## config.mk

```make
export PLATFORM = sky130hd
export DESIGN_NAME = tcirq_top
export DESIGN_NICKNAME = d
export VERILOG_FILES = /design/src/core/tcirq_pkg.sv /design/src/core/tcirq_top.sv
export VERILOG_INCLUDE_DIRS = /design/src /design/src/core
export SDC_FILE = /design/constraint.sdc
export NUM_CORES = 1
export LEC_CHECK = 0
export BUFFER_PORTS_ARGS = -buffer_cell sky130_fd_sc_hd__clkbuf_2
export CORE_MARGIN = 3
export CORE_UTILIZATION = 38
export DETAILED_ROUTE_END_ITERATION = 8
export SLEW_MARGIN = 0
export SYNTH_ARGS = -nofsm -noshare
export SYNTH_HDL_FRONTEND = slang
export SYNTH_SLANG_ARGS = --single-unit
```

## constraint.sdc

```tcl
create_clock -name clock -period 1.7 [get_ports clock]
set_clock_uncertainty 0.05 [all_clocks]
set_input_delay 0.425 -clock clock [delete_from_list [all_inputs] [get_ports clock]]
set_output_delay 0.425 -clock clock [all_outputs]
set_load 0.01 [all_outputs]
```

## src/core/tcirq_cfg.svh

```systemverilog
// offsets, bit positions, reset values and event indices of the timer interrupt block
`ifndef TCIRQ_CFG_SVH
`define TCIRQ_CFG_SVH

// register offsets on the byte port
`define TCIRQ_ADR_MASK 5'h00
`define TCIRQ_ADR_FLAGS 5'h01
`define TCIRQ_ADR_XMASK 5'h02
`define TCIRQ_ADR_XFLAGS 5'h03
`define TCIRQ_ADR_CMP_BASE 5'h04
`define TCIRQ_ADR_CAP_BASE 5'h10

// bit positions inside the four mask and flag registers
`define TCIRQ_BIT_CAP 5
`define TCIRQ_BIT_A 4
`define TCIRQ_BIT_B 3
`define TCIRQ_BIT_OVF 2
`define TCIRQ_BIT_T3C 1
`define TCIRQ_BIT_T1C 0

// event indices inside one timer's flag vector
`define TCIRQ_EV_CAP 0
`define TCIRQ_EV_A 1
`define TCIRQ_EV_B 2
`define TCIRQ_EV_C 3
`define TCIRQ_EV_OVF 4

// events that only exist in the extended registers
`define TCIRQ_EXT_T1 5'h08
`define TCIRQ_EXT_T3 5'h1F

// waveform modes that use the capture register as top
`define TCIRQ_TOP_MODE_MASK 4'h9
`define TCIRQ_TOP_MODE_MATCH 4'h8

// reset values
`define TCIRQ_RST_BYTE 8'h00
`define TCIRQ_RST_WORD 16'h0000

`endif

```

## src/core/tcirq_pkg.sv

```systemverilog
// types shared by the timer interrupt block
package tcirq_pkg;

    // per-timer status coming from the counter logic
    typedef struct packed {
        logic [15:0] counter_value;        // current count
        logic tick;                        // one-cycle timer clock enable
        logic [3:0] waveform_mode_select;  // waveform mode
        logic overflow_evt;                // overflow point of the mode
        logic top_evt;                     // counter reached top
        logic [2:0] forced_strobe;         // forced compare c,b,a
    } tcirq_timer_in_type;

    // byte register port
    typedef struct packed {
        logic [4:0] addr;   // byte address
        logic [7:0] wdata;  // write data
        logic wr;           // write strobe
        logic rd;           // read strobe
    } tcirq_bus_type;

endpackage

```

## src/core/tcirq_top.sv

```systemverilog
// timer1/timer3 compare, capture and interrupt flag logic
// Overview of operation
// - compare each value to counter every tick
// - high byte held in temp, both at low
// - capture event copies counter; comparator optional
// - capture value usable as counter top
// - low capture read latches high into temp
// - request needs enable, global flag and flag
// - mask: cap 5, a 4, b 3, ovf 2
// - extended mask: t3 5..1, t1 c 0
// - extended registers absent in legacy mode
// - capture flag on event, or top if top
// - flag clears on vector or write one
// - match flag set at following tick
// - forced strobe never sets match flag
// - overflow flag at mode's overflow point
// - flags: cap 5, a 4, b 3, ovf 2
// - extended flags: t3 5..1, t1 c 0
// - capture pin disconnected while capture is top
`timescale 1ns/1ns
`include "tcirq_cfg.svh"

module tcirq_top #(
    parameter int COUNT_WIDTH = 16,
    parameter int CHANNELS = 3
) (
    input wire logic clock,
    input wire logic rstn,
    input wire tcirq_pkg::tcirq_bus_type bus,
    output logic [7:0] bus_rdata,
    input wire tcirq_pkg::tcirq_timer_in_type [1:0] timer_in,
    input wire logic [1:0] capture_input_pin,
    input wire logic [1:0] capture_rising,
    input wire logic acomp_out,
    input wire logic acomp_select,
    input wire logic global_irq_en,
    input wire logic legacy_mode,
    input wire logic [1:0][4:0] vector_done,
    output logic [1:0][4:0] irq_request,
    output logic irq,
    output logic [1:0][2:0] compare_output_pin,
    output logic [1:0][2:0][15:0] compare_value,
    output logic [1:0][15:0] capture_value
);

    // refuse sizes the byte mapping cannot serve
    if (COUNT_WIDTH != 16 || CHANNELS != 3) begin : g_bad_size
        $error("tcirq_top supports only 16-bit counters with three channels");
    end

    logic [1:0][2:0] sync_pipe;      // pin synchronisers, bit 0 first
    logic [1:0] pin_level;           // accepted pin level
    logic [1:0] pin_raw;             // selected capture source
    logic [1:0] cap_edge;            // qualified edge on capture source
    logic [1:0] top_mode;            // capture register serves as top
    logic [1:0] cap_hit;             // capture actually taken
    logic [1:0][2:0] match_now;      // counter equals compare this tick
    logic [1:0][2:0] pend;           // match waiting for next tick
    logic [1:0][4:0] ev_set;         // hardware set terms
    logic [1:0][4:0] w1c;            // software write-one clears
    logic [1:0][4:0] flag;           // sticky event flags
    logic [1:0][4:0] en;             // event enables
    logic [1:0][4:0] ext;            // events of extended registers
    logic [1:0][4:0] next_irq_request;
    logic [7:0] temp;                // shared high byte
    logic [7:0] next_bus_rdata;
    logic chk_wait_a;                // checks only: match a waiting for next tick

    assign ext = {`TCIRQ_EXT_T3, `TCIRQ_EXT_T1};

    // source select; comparator only for timer 1
    always_comb begin
        pin_raw = capture_input_pin;
        if (acomp_select) begin
            pin_raw[0] = acomp_out;
        end
    end

    // three-stage synchroniser on capture sources
    always_ff @(posedge clock or negedge rstn) begin
        if (!rstn) begin
            sync_pipe <= '0;
        end else begin
            for (int t = 0; t < 2; t++) begin
                sync_pipe[t] <= {sync_pipe[t][1:0], pin_raw[t]};
            end
        end
    end

    // level accepted once stages two and three agree
    always_ff @(posedge clock or negedge rstn) begin
        if (!rstn) begin
            pin_level <= '0;
        end else begin
            for (int t = 0; t < 2; t++) begin
                if (sync_pipe[t][1] == sync_pipe[t][2]) begin
                    pin_level[t] <= sync_pipe[t][2];
                end
            end
        end
    end

    // edge, mode decode and match detection
    always_comb begin
        for (int t = 0; t < 2; t++) begin
            cap_edge[t] = (sync_pipe[t][1] == sync_pipe[t][2]) && (sync_pipe[t][2] != pin_level[t])
                && (sync_pipe[t][2] == capture_rising[t]);
            top_mode[t] = (timer_in[t].waveform_mode_select & `TCIRQ_TOP_MODE_MASK)
                == `TCIRQ_TOP_MODE_MATCH;
            cap_hit[t] = cap_edge[t] && !top_mode[t];
            for (int c = 0; c < 3; c++) begin
                match_now[t][c] = timer_in[t].tick
                    && (timer_in[t].counter_value == compare_value[t][c]);
            end
        end
    end

    // match remembered until the next timer clock
    always_ff @(posedge clock or negedge rstn) begin
        if (!rstn) begin
            pend <= '0;
        end else begin
            for (int t = 0; t < 2; t++) begin
                if (timer_in[t].tick) begin
                    pend[t] <= match_now[t];
                end
            end
        end
    end

    // waveform match pulse, forced strobe included
    always_ff @(posedge clock or negedge rstn) begin
        if (!rstn) begin
            compare_output_pin <= '0;
        end else begin
            for (int t = 0; t < 2; t++) begin
                compare_output_pin[t] <= match_now[t] | timer_in[t].forced_strobe;
            end
        end
    end

    // hardware set terms per event
    always_comb begin
        for (int t = 0; t < 2; t++) begin
            ev_set[t][`TCIRQ_EV_CAP] = top_mode[t] ? timer_in[t].top_evt : cap_hit[t];
            for (int c = 0; c < 3; c++) begin
                ev_set[t][`TCIRQ_EV_A + c] = timer_in[t].tick && pend[t][c];
            end
            ev_set[t][`TCIRQ_EV_OVF] = timer_in[t].overflow_evt;
        end
    end

    // write-one clears decoded from the flag registers
    always_comb begin
        w1c = '0;
        if (bus.wr && bus.addr == `TCIRQ_ADR_FLAGS) begin
            w1c[0][`TCIRQ_EV_CAP] = bus.wdata[`TCIRQ_BIT_CAP];
            w1c[0][`TCIRQ_EV_A] = bus.wdata[`TCIRQ_BIT_A];
            w1c[0][`TCIRQ_EV_B] = bus.wdata[`TCIRQ_BIT_B];
            w1c[0][`TCIRQ_EV_OVF] = bus.wdata[`TCIRQ_BIT_OVF];
        end
        if (bus.wr && bus.addr == `TCIRQ_ADR_XFLAGS && !legacy_mode) begin
            w1c[1][`TCIRQ_EV_CAP] = bus.wdata[`TCIRQ_BIT_CAP];
            w1c[1][`TCIRQ_EV_A] = bus.wdata[`TCIRQ_BIT_A];
            w1c[1][`TCIRQ_EV_B] = bus.wdata[`TCIRQ_BIT_B];
            w1c[1][`TCIRQ_EV_OVF] = bus.wdata[`TCIRQ_BIT_OVF];
            w1c[1][`TCIRQ_EV_C] = bus.wdata[`TCIRQ_BIT_T3C];
            w1c[0][`TCIRQ_EV_C] = bus.wdata[`TCIRQ_BIT_T1C];
        end
    end

    // sticky flags; a set beats any clear in the same cycle
    always_ff @(posedge clock or negedge rstn) begin
        if (!rstn) begin
            flag <= '0;
        end else begin
            flag <= ev_set | (flag & ~(w1c | vector_done));
        end
    end

    // enable registers; reserved bits 7:6 are dropped
    always_ff @(posedge clock or negedge rstn) begin
        if (!rstn) begin
            en <= '0;
        end else begin
            if (bus.wr && bus.addr == `TCIRQ_ADR_MASK) begin
                en[0][`TCIRQ_EV_CAP] <= bus.wdata[`TCIRQ_BIT_CAP];
                en[0][`TCIRQ_EV_A] <= bus.wdata[`TCIRQ_BIT_A];
                en[0][`TCIRQ_EV_B] <= bus.wdata[`TCIRQ_BIT_B];
                en[0][`TCIRQ_EV_OVF] <= bus.wdata[`TCIRQ_BIT_OVF];
            end
            if (bus.wr && bus.addr == `TCIRQ_ADR_XMASK && !legacy_mode) begin
                en[1][`TCIRQ_EV_CAP] <= bus.wdata[`TCIRQ_BIT_CAP];
                en[1][`TCIRQ_EV_A] <= bus.wdata[`TCIRQ_BIT_A];
                en[1][`TCIRQ_EV_B] <= bus.wdata[`TCIRQ_BIT_B];
                en[1][`TCIRQ_EV_OVF] <= bus.wdata[`TCIRQ_BIT_OVF];
                en[1][`TCIRQ_EV_C] <= bus.wdata[`TCIRQ_BIT_T3C];
                en[0][`TCIRQ_EV_C] <= bus.wdata[`TCIRQ_BIT_T1C];
            end
        end
    end

    // vector request: enable, global flag and event flag together
    always_comb begin
        for (int t = 0; t < 2; t++) begin
            next_irq_request[t] = flag[t] & en[t] & {5{global_irq_en}}
                & ~(ext[t] & {5{legacy_mode}});
        end
    end

    // registered requests and summary level
    always_ff @(posedge clock or negedge rstn) begin
        if (!rstn) begin
            irq_request <= '0;
            irq <= 1'b0;
        end else begin
            irq_request <= next_irq_request;
            irq <= |next_irq_request;
        end
    end

    // shared high byte: loaded by high writes and low capture reads
    always_ff @(posedge clock or negedge rstn) begin
        if (!rstn) begin
            temp <= `TCIRQ_RST_BYTE;
        end else begin
            for (int t = 0; t < 2; t++) begin
                for (int c = 0; c < 3; c++) begin
                    if (bus.wr && bus.addr == 5'(`TCIRQ_ADR_CMP_BASE + 2 * (3 * t + c) + 1)) begin
                        temp <= bus.wdata;
                    end
                end
                if (bus.wr && bus.addr == 5'(`TCIRQ_ADR_CAP_BASE + 2 * t + 1)) begin
                    temp <= bus.wdata;
                end
                if (bus.rd && bus.addr == 5'(`TCIRQ_ADR_CAP_BASE + 2 * t)) begin
                    temp <= capture_value[t][15:8];
                end
            end
        end
    end

    // compare values take both bytes at the low-byte write
    always_ff @(posedge clock or negedge rstn) begin
        if (!rstn) begin
            compare_value <= '0;
        end else begin
            for (int t = 0; t < 2; t++) begin
                for (int c = 0; c < 3; c++) begin
                    if (bus.wr && bus.addr == 5'(`TCIRQ_ADR_CMP_BASE + 2 * (3 * t + c))) begin
                        compare_value[t][c] <= {temp, bus.wdata};
                    end
                end
            end
        end
    end

    // capture values: pin event first, software write otherwise
    always_ff @(posedge clock or negedge rstn) begin
        if (!rstn) begin
            capture_value <= '0;
        end else begin
            for (int t = 0; t < 2; t++) begin
                if (cap_hit[t]) begin
                    capture_value[t] <= timer_in[t].counter_value;
                end else if (bus.wr && bus.addr == 5'(`TCIRQ_ADR_CAP_BASE + 2 * t)) begin
                    capture_value[t] <= {temp, bus.wdata};
                end
            end
        end
    end

    // read multiplexer; unmapped and absent registers read zero
    always_comb begin
        next_bus_rdata = `TCIRQ_RST_BYTE;
        if (bus.addr == `TCIRQ_ADR_MASK) begin
            next_bus_rdata = {2'h0, en[0][`TCIRQ_EV_CAP], en[0][`TCIRQ_EV_A], en[0][`TCIRQ_EV_B],
                en[0][`TCIRQ_EV_OVF], 2'h0};
        end else if (bus.addr == `TCIRQ_ADR_FLAGS) begin
            next_bus_rdata = {2'h0, flag[0][`TCIRQ_EV_CAP], flag[0][`TCIRQ_EV_A], flag[0][`TCIRQ_EV_B],
                flag[0][`TCIRQ_EV_OVF], 2'h0};
        end else if (bus.addr == `TCIRQ_ADR_XMASK && !legacy_mode) begin
            next_bus_rdata = {2'h0, en[1][`TCIRQ_EV_CAP], en[1][`TCIRQ_EV_A], en[1][`TCIRQ_EV_B],
                en[1][`TCIRQ_EV_OVF], en[1][`TCIRQ_EV_C], en[0][`TCIRQ_EV_C]};
        end else if (bus.addr == `TCIRQ_ADR_XFLAGS && !legacy_mode) begin
            next_bus_rdata = {2'h0, flag[1][`TCIRQ_EV_CAP], flag[1][`TCIRQ_EV_A], flag[1][`TCIRQ_EV_B],
                flag[1][`TCIRQ_EV_OVF], flag[1][`TCIRQ_EV_C], flag[0][`TCIRQ_EV_C]};
        end
        for (int t = 0; t < 2; t++) begin
            for (int c = 0; c < 3; c++) begin
                if (bus.addr == 5'(`TCIRQ_ADR_CMP_BASE + 2 * (3 * t + c))) begin
                    next_bus_rdata = compare_value[t][c][7:0];
                end
                if (bus.addr == 5'(`TCIRQ_ADR_CMP_BASE + 2 * (3 * t + c) + 1)) begin
                    next_bus_rdata = compare_value[t][c][15:8];
                end
            end
            if (bus.addr == 5'(`TCIRQ_ADR_CAP_BASE + 2 * t)) begin
                next_bus_rdata = capture_value[t][7:0];
            end
            if (bus.addr == 5'(`TCIRQ_ADR_CAP_BASE + 2 * t + 1)) begin
                next_bus_rdata = temp;
            end
        end
    end

    // read data stands only in the cycle after the strobe
    always_ff @(posedge clock or negedge rstn) begin
        if (!rstn) begin
            bus_rdata <= `TCIRQ_RST_BYTE;
        end else begin
            bus_rdata <= bus.rd ? next_bus_rdata : `TCIRQ_RST_BYTE;
        end
    end

    // checks only: remembers an equal count at a tick until the next tick
    always_ff @(posedge clock or negedge rstn) begin
        if (!rstn) begin
            chk_wait_a <= 1'b0;
        end else if (timer_in[0].tick) begin
            chk_wait_a <= timer_in[0].counter_value == compare_value[0][0];
        end
    end
endmodule

```

== After elaboration in Yosys (flattened, before gate mapping) ==
Index checks and enable logic that the tools add are counted.

* Eq/ne operators: 33
* Multiplexer cells: 42
* Bitwise logic cells: 14
* Reductions and logical operators: 52

{| class="wikitable"
|+ Operators with widths
! operator !! count
|-
| 8-bit two-way mux || 30
|-
| 16-bit equality test || 6
|-
| 16-bit two-way mux || 4
|-
| 1-bit logical AND || 44
|-
| 5-bit by 4-bit equality test with 1-bit output (second input constant) || 8
|-
| 5-bit AND || 6
|-
| 5-bit by 3-bit equality test with 1-bit output (second input constant) || 4
|-
| 5-bit equality test (second input constant) || 4
|-
| 10-bit OR || 2
|-
| 10-bit AND || 1
|-
| 5-bit by 2-bit equality test with 1-bit output (second input constant) || 2
|-
| 10-bit NOT || 1
|-
| 10-bit nonzero test || 1
|-
| 10-bit OR reduction || 1
|-
| 6-bit two-way mux || 1
|-
| 3-bit OR || 2
|-
| 5-bit by 1-bit equality test with 1-bit output (second input constant) || 1
|-
| 5-bit zero test || 1
|-
| 1-bit two-way mux || 5
|-
| 5-bit two-way mux || 1
|-
| 4-bit NOT with 5-bit output || 1
|-
| 5-bit NOT || 1
|-
| 1-bit equality test || 4
|-
| 2-bit equality test (second input constant) || 2
|-
| 4 further kinds || 8
|}

* Flip-flop bits (word level): 195
* Bits of input ports: 87
* Output and inout bits: 153
* Word-level logic and storage cells: 167

== Depth between registers and ports, before layout ==
Gate-level depths: netlist of the first run.

* Depth in word-level cells: 23
* Gate-level depth with buffers: 10
* Depth with buffers taken out: 6

== Worst setup path before layout of the first run ==
OpenSTA, ideal clock, no wires.

* Path kind: input -> register
* Start point: in bus[13] in the netlist's numbering
* End point: reg en[3] in the netlist's numbering
* Library setup time: 125 ps
* Data arrival time: 1825 ps
* Required time: 1525 ps
* Slack: -300 ps
* Cell stages on the path: 6
* Buffers on the path: 2
* Path through: buf_4 or4_4 nor2_2 and2_1 buf_2 mux2_2

* Word-level cells in the longest chain between the ends: 3

{| class="wikitable"
|+ RTL lines
! element !! line !! source
|-
| start: declaration || tcirq_top.sv:29 || <nowiki>input wire tcirq_pkg::tcirq_bus_type bus,</nowiki>
|-
| 5-bit by 2-bit equality test with 1-bit output (no source line) || -- ||
|-
| 1-bit logical AND (no source line) || -- ||
|-
| 1-bit logical AND || tcirq_top.sv:192 || <nowiki>if (bus.wr && bus.addr == `TCIRQ_ADR_XMASK && !legacy_mode) begin</nowiki>
|-
| end signal: indexed assignment || tcirq_top.sv:193 || <nowiki>en[1][`TCIRQ_EV_CAP] <= bus.wdata[`TCIRQ_BIT_CAP];</nowiki>
|-
| end signal: indexed assignment || tcirq_top.sv:194 || <nowiki>en[1][`TCIRQ_EV_A] <= bus.wdata[`TCIRQ_BIT_A];</nowiki>
|-
| end signal: indexed assignment || tcirq_top.sv:195 || <nowiki>en[1][`TCIRQ_EV_B] <= bus.wdata[`TCIRQ_BIT_B];</nowiki>
|-
| end: declaration || tcirq_top.sv:62 || <nowiki>logic [1:0][4:0] en;</nowiki>
|}

No other way between the ends.
A chain may end at the register's enable or synchronous reset.

== Worst setup path in the final report of the first run ==
* Start point: reg sync_pipe[5] in the netlist's numbering
* End point: reg capture_value[20] in the netlist's numbering

* Word-level cells in the longest chain between the ends: 5
* Elaborated cells on any way between the ends: 8
* Those cells by class: eq/ne: 3; mux: 1; reduce/logical: 4

{| class="wikitable"
|+ RTL lines
! element !! line !! source
|-
| start: declaration || tcirq_top.sv:51 || <nowiki>logic [1:0][2:0] sync_pipe;</nowiki>
|-
| start signal: indexed assignment || tcirq_top.sv:85 || <nowiki>sync_pipe[t] <= {sync_pipe[t][1:0], pin_raw[t]};</nowiki>
|-
| 1-bit equality test / 1-bit inequality test (equally long branches) || tcirq_top.sv:106 || <nowiki>cap_edge[t] = (sync_pipe[t][1] == sync_pipe[t][2]) && (sync_pipe[t][2] != pin_level[t])</nowiki>
|-
| 1-bit logical AND || tcirq_top.sv:106 ||
|-
| 1-bit logical AND (*) || tcirq_top.sv:107 || <nowiki>&& (sync_pipe[t][2] == capture_rising[t]);</nowiki>
|-
| 1-bit logical AND (*) || tcirq_top.sv:110 || <nowiki>cap_hit[t] = cap_edge[t] && !top_mode[t];</nowiki>
|-
| 16-bit two-way mux / 2-bit nonzero test (equally long branches) || -- ||
|-
| end signal: indexed assignment || tcirq_top.sv:265 || <nowiki>capture_value[t] <= timer_in[t].counter_value;</nowiki>
|-
| end signal: indexed assignment || tcirq_top.sv:267 || <nowiki>capture_value[t] <= {temp, bus.wdata};</nowiki>
|-
| end: declaration || tcirq_top.sv:43 || <nowiki>output logic [1:0][15:0] capture_value</nowiki>
|}

Every way passes the cells marked *; elsewhere a longest branch is shown, timed or not.

==> results of run 1 <==
==> sequential cells by signal, summed over array words and instances (netlist names), 2 cells and up <==
register / cells
compare_value: 96
capture_value: 32
en: 10
flag: 10
irq_request: 10
bus_rdata: 8
temp: 8
compare_output_pin: 6
pend: 6
sync_pipe: 6
pin_level: 2
==> timing repair <==
action	4_1_cts	5_1_grt
pin swaps	29	26
cloned	4	0
hold endpoints to repair	40	0
setup buffers	9	13
hold buffers	1	0
setup endpoints to repair	50	53
gates resized for setup	76	72
==> final cells by class <==
cell class / count / area, um2
Sequential cell: 195 / 4886
Tap cell: 372 / 465.4
Clock buffer: 18 / 429.2
Timing Repair Buffer: 507 / 3623
Clock inverter: 14 / 121.4
Multi-Input combinational cell: 706 / 6001
Fill cell: 2412 / 11650
Inverter: 19 / 75.07
==> where the power goes <==
part	switching, mW	internal (mW)
Sequential	1.27	5.56
Combinational	3.00	2.73
Clock	2.03	1.92
Total	6.30	10.2
==> layout by cell type, fill, tap and decap left out, types with 28 or more instances in the layout <==
cell	n
a21oi_1	36
a21oi_2	28
buf_4	236
clkbuf_2	231
dfrtp_1	190
mux2_2	103
nand2_1	37
nor2_1	31
o21ai_0	30
xor2_1	95
==> worst max-delay path by stage <==
stage	slack, ns	to	start	cells after the start
floorplan	-0.25	en[3]	bus[12]	6
CTS	-0.17	capture_value[1]	sync_pipe[2]	7
finish	-0.19	capture_value[20]	sync_pipe[5]	6
detailed placement	-0.68	bus_rdata[1]	bus[10]	9
global placement	-0.75	bus_rdata[1]	bus[10]	9
global route	-0.26	capture_value[19]	sync_pipe[5]	6
==> cells by family (layout without fill, tap and decap cells) <==
| group | count (synthesis) | in the layout | synth area share |
|---|---|---|---|
| buffers and inverters | 87 | 558 | 0.04183 |
| multiplexers | 151 | 151 | 0.1573 |
| XOR/XNOR | 96 | 96 | 0.07896 |
| AO/OA/AOI/OAI | 215 | 215 | 0.1375 |
| flip-flops | 195 | 195 | 0.4582 |
| AND/OR/NAND/NOR | 242 | 242 | 0.1243 |
| adder cells (fa/ha/maj) | 2 | 2 | 0.001880 |
==> per-layer routing <==
layer,wire length (um),track usage,vias up
met5,13,0,-
met1,19450,0.4116,5180
li1,-,-,4506
met4,1377,0.09324,2
met3,3924,0.08060,84
met2,21020,0.4684,475
==> flow_metrics.py, run 1 <==
metrics = {
    "worst_setup_path": {
        "regToRegEndpoint": "capture_value[20]",
        "cp.required_ns": 1.98,
        "rr_worst_depth": 6,
        "path_delay_family": "simple AND/OR/NAND/NOR gates",
        "max_stage_delay_ns": 0.51,
        "worstPathArrival_ns": 2.17,
        "critical_path_class": "flip-flop to flip-flop",
        "critPathCaptureType": "flip-flop",
        "crit_buf_inv": 2,
        "rrSetupSlack_ns": -0.19,
        "crit_fanout": 6,
        "crit_path_cell_trace": "or4b_1 -> a22oi_2 -> buf_6 -> buf_12 -> mux2i_2 -> a21oi_2",
        "r2r-start": "sync_pipe[5]",
        "start_kind": "flip-flop",
        "cp_slowest_cell": "or4b_1",
    },
    "synthesis": {
        "synth.most_common_cell": "dfrtp_1",
        "async_flop_share": 1.000,
        "syn_area_per_cell_um2": 10.78,
        "synth.yosys.seq_area_share": 0.4582,
        "synthesis.area_um2": 10650,
        "ys_top_cells_by_count": "dfrtp_1 (195), mux2_2 (103), xor2_1 (96), nor2_1 (53), a21oi_1 (51)",
        "synth_top_area_share": 0.4582,
        "ys_top_cells_by_area": "dfrtp_1 (46%), mux2_2 (11%), xor2_1 (7.9%)",
        "synth_flop_cell": "dfrtp_1",
        "ys_types": 78,
        "ys_warn_count": 0,
        "yosys_register_bits": 195,
        "synth_edf_count": 0,
        "yosys.area.top_type": "dfrtp_1",
        "syn-instance-count": 988,
        "syn-num-nets": 1075,
    },
    "sta": {
        "hold_slack_ns": 0.03264,
        "slew_headroom": 0.6051,
        "fmax_mhz": 527.9,
        "period_share": 1.114,
        "rsz0062_at_grt": "true",
        "tns_ns": -4.196,
        "worst_pin_slew_ns": 0.5924,
        "finalHoldViolCount": 0,
        "finalCriticalPeriod_ns": 1.894,
        "drv_slew": 0,
        "setup_ws_ns": -0.1944,
        "setup_violations": 31,
    },
    "final_layout": {
        "nets": 1533,
        "fin_cells": 1831,
        "n_antenna_cell": 0,
        "drive_gt1_frac": 0.5524,
        "final_util": 0.5725,
        "syn2layout_area_growth_pct": 46.50,
        "finish.instance_area_um2": 15600,
    },
    "global_routing": {
        "grt_pass1_vias": 10495,
        "grt_usage": 0.3011,
        "grt_max_degree": 50,
        "grt_pass1_wl_mm": 68.47,
        "antenna_found_initial": 1,
        "overflow": 0,
    },
    "clock_network": {
        "cts.path.max_buffers": 2,
        "clock-sinks": 195,
        "cts_buffers": 17,
        "h-tree-depth": 4,
        "clk_pin_slew_ns": 0.08,
        "cts_tree": "yes",
        "root_buffer": "clkbuf_16",
        "clock_latency_ns": 0.45,
    },
    "route": {
        "first_iter_violations": 926,
        "routed_via_density": 5.596,
        "drt_wl_total_mm": 45.79,
        "routed-via-count": 10247,
        "wire_per_inst_um": 25.01,
        "dr.pass1.iters": 5,
        "drc_errors": 0,
        "ant_nets": 0,
    },
    "floorplanning": {
        "die_y_um": 173.4,
        "rows": 60,
        "die-area_um2": 30070,
        "initial_utilization": 0.3908,
        "io_pins": 240,
        "fp.dieW_um": 173.4,
        "coreArea_um2": 27250,
    },
    "placed_design": {
        "place_ws_ns": -0.6757,
        "dp_cells": 1774,
        "post_dp_cell_area_um2": 14180,
        "dp_hpwl_mm": 34.99,
        "portBuffers": 235,
        "globalplace.congestion": 0.9956,
    },
    "power_and_ir_drop": {
        "total_power_mw": 16.51,
        "powerDensity_nw_per_um2": 1058,
        "peakVddDrop_mv": 0.6728,
        "p_leak_nw": 7.564,
    },
    "run_status": {
        "status": "finished, violations left",
        "failed_checks": "negative setup slack",
    },
    "flow_run": {
        "max_cap_violations": 0,
    },
    "hold_path": {
        "holdCritStartpoint": "capture_input_pin[1]",
        "min_path_cells": 1,
        "hold_path_end": "sync_pipe[3]",
        "worst_hold_path_type": "input pin to flip-flop",
    },
}
Power figures use the tool's default switching activity.
==> run 2, diff against run 1 <==
CORE_ASPECT_RATIO = 1.25   (was unset)
CTS_BUF_LIST = sky130_fd_sc_hd__clkbuf_16   (was unset)
==> run 2 against run 1 <==
The run still ends with negative setup slack left. Non-clock buffer count is 20 higher. Sequential share of layout area decreased by 0.26 points. Critical path depth rose by 1. Cell area grew 0.88%. Via count rose by 0.54%. Hold slack improved by 0.063 ns. Count of clock-buffer cells in the layout shrank 1. Utilization is 0.52 points higher. Sequential power decreased by 0.6%. Largest cell class unchanged.
==> flow_metrics.py, run 2 (synthesized netlist as in run 1, its figures left out) <==
metrics = {
    "global_routing": {
        "grt_pass1_wl_mm": 66.60,
        "grt_usage": 0.3026,
        "overflow": 0,
        "antenna_found_initial": 0,
        "grt_max_degree": 41,
        "grt_pass1_vias": 10263,
    },
    "sta": {
        "finalHoldViolCount": 0,
        "fmax_mhz": 514.0,
        "period_share": 1.145,
        "tns_ns": -5.675,
        "drv_slew": 0,
        "setup_ws_ns": -0.2457,
        "rsz0062_at_grt": "true",
        "finalCriticalPeriod_ns": 1.946,
        "worst_pin_slew_ns": 0.5810,
        "slew_headroom": 0.6127,
        "setup_violations": 34,
    },
    "final_layout": {
        "final_cell_mix": "buf_4 (254), clkbuf_2 (230), dfrtp_1 (188)",
        "nets": 1553,
        "final_common_cell": "buf_4",
        "regMostFlops": "compare_value",
        "regArea_um2": 4888,
        "multiInputGateArea_um2": 5982,
        "syn2layout_area_growth_pct": 47.80,
        "largestRegisters": "compare_value x96, capture_value x32",
        "finish.instance_area_um2": 15740,
        "drive_gt1_frac": 0.5531,
        "fillCellCount": 2347,
        "largest_reg_flops": 96,
    },
    "clock_network": {
        "clock_latency_ns": 0.47,
        "clk_pin_slew_ns": 0.09,
        "root_buffer": "clkbuf_16",
        "cts.path.max_buffers": 2,
        "cts_buffers": 17,
        "cts_tree": "yes",
        "clock-sinks": 195,
        "h-tree-depth": 4,
    },
    "worst_setup_path": {
        "crit_path_start": "sync_pipe[4]",
        "critPathCaptureType": "flip-flop",
        "critical_path_class": "flip-flop to flip-flop",
        "crit_fanout": 8,
        "worstPathArrival_ns": 2.29,
        "r2r-start": "sync_pipe[4]",
        "start_kind": "flip-flop",
        "cp.required_ns": 2.05,
    },
    "run_status": {
        "failed_checks": "negative setup slack",
        "status": "finished, violations left",
    },
    "floorplanning": {
        "io_pins": 240,
        "rows": 67,
        "fp.dieW_um": 155.7,
        "die-area_um2": 30080,
        "initial_utilization": 0.3909,
        "die_y_um": 193.2,
        "coreArea_um2": 27240,
    },
    "power_and_ir_drop": {
        "peakVddDrop_mv": 0.7628,
        "powerDensity_nw_per_um2": 1074,
        "p_leak_nw": 7.677,
    },
    "hold_path": {
        "holdCritStartpoint": "timer_in[30]",
        "worst_hold_path_type": "input pin to flip-flop",
    },
    "placed_design": {
        "portBuffers": 235,
        "place_ws_ns": -0.6554,
        "dp_hpwl_mm": 35.58,
        "globalplace.congestion": 0.9344,
        "post_dp_cell_area_um2": 14400,
    },
    "flow_run": {
        "max_cap_violations": 0,
    },
    "route": {
        "dr.pass1.iters": 5,
        "drt_wl_total_mm": 46.21,
        "routed-via-count": 10302,
        "routed_via_density": 5.645,
        "drc_errors": 0,
        "wire_per_inst_um": 25.32,
        "first_iter_violations": 799,
        "ant_nets": 0,
    },
}
## run 2: cell types whose count changed in the layout (fill, tap and decap cells not counted), sizes merged, moves of 2 or more
cell	before	now
buf	271	291
inv	24	28
clkinvlp	4	0
clkbuf	253	251
## run 2: worst paths after layout
| path | end | slack (ns) | depth (start not counted) |
|---|---|---|---|
| max | capture_value[16] | -0.25 | 7 |
| min | flag[9] | 0.1 | 2 |
| max reg2reg | capture_value[16] | -0.25 | 7 |
| min reg2reg | sync_pipe[1] | 0.31 | 0 |
| max in group asynchronous | compare_value[3] | 0.62 | 3 |
| min in group asynchronous | compare_value[56] | 0.41 | 2 |
## run 2: final cells by class
| class | count | area share |
|---|---|---|
| Multi-Input combinational cell | 706 | 0.3801 |
| Sequential cell | 195 | 0.3106 |
| Timing Repair Buffer | 527 | 0.2398 |
| Tap cell | 345 | 0.02743 |
| Clock buffer | 17 | 0.02703 |
| Clock inverter | 15 | 0.01033 |
| Inverter | 19 | 0.004531 |
| Antenna cell | 1 | 0.0001590 |
## run 2: what timing repair did
action                     CTS  global route
hold endpoints to repair    32             1
pin swaps                   19            18
setup endpoints to repair   80            99
gates cloned                 3             2
setup buffers                8             3
gates resized for setup     47            94
hold buffers                 1             1
## run 2: critical path: stages (launching register included)
cell and delay, ns:
dfrtp_1 0.40, or4b_4 0.54, a22oi_2 0.18, buf_6 0.15
nand2b_4 0.21, buf_12 0.18, nor2_1 0.06, a21oi_2 0.10
## run 2: per-layer routing
layer,global-route usage,share of wire
met5,0,0
met4,0.1145,0.035
met3,0.05716,0.071
met2,0.4923,0.48
met1,0.4033,0.41
## run 2: where the power goes
part	total, mW	internal, mW	switching [mW]
registers	6.79	5.56	1.22
clock network	4.17	2.09	2.08
logic	5.95	2.83	3.12
## run 2: per-stage QoR
stage	instances	utilization	power (mW)	hold slack, ns
floorplan	988	-	8.893	0.07941
global placement	1777	0.5284	12.26	0.2854
detailed placement	1777	0.5284	12.32	0.2903
CTS	1821	0.5621	16.63	0.001854
global route	1824	0.5776	17.59	0.09408
finish	1825	0.5777	16.91	0.09596
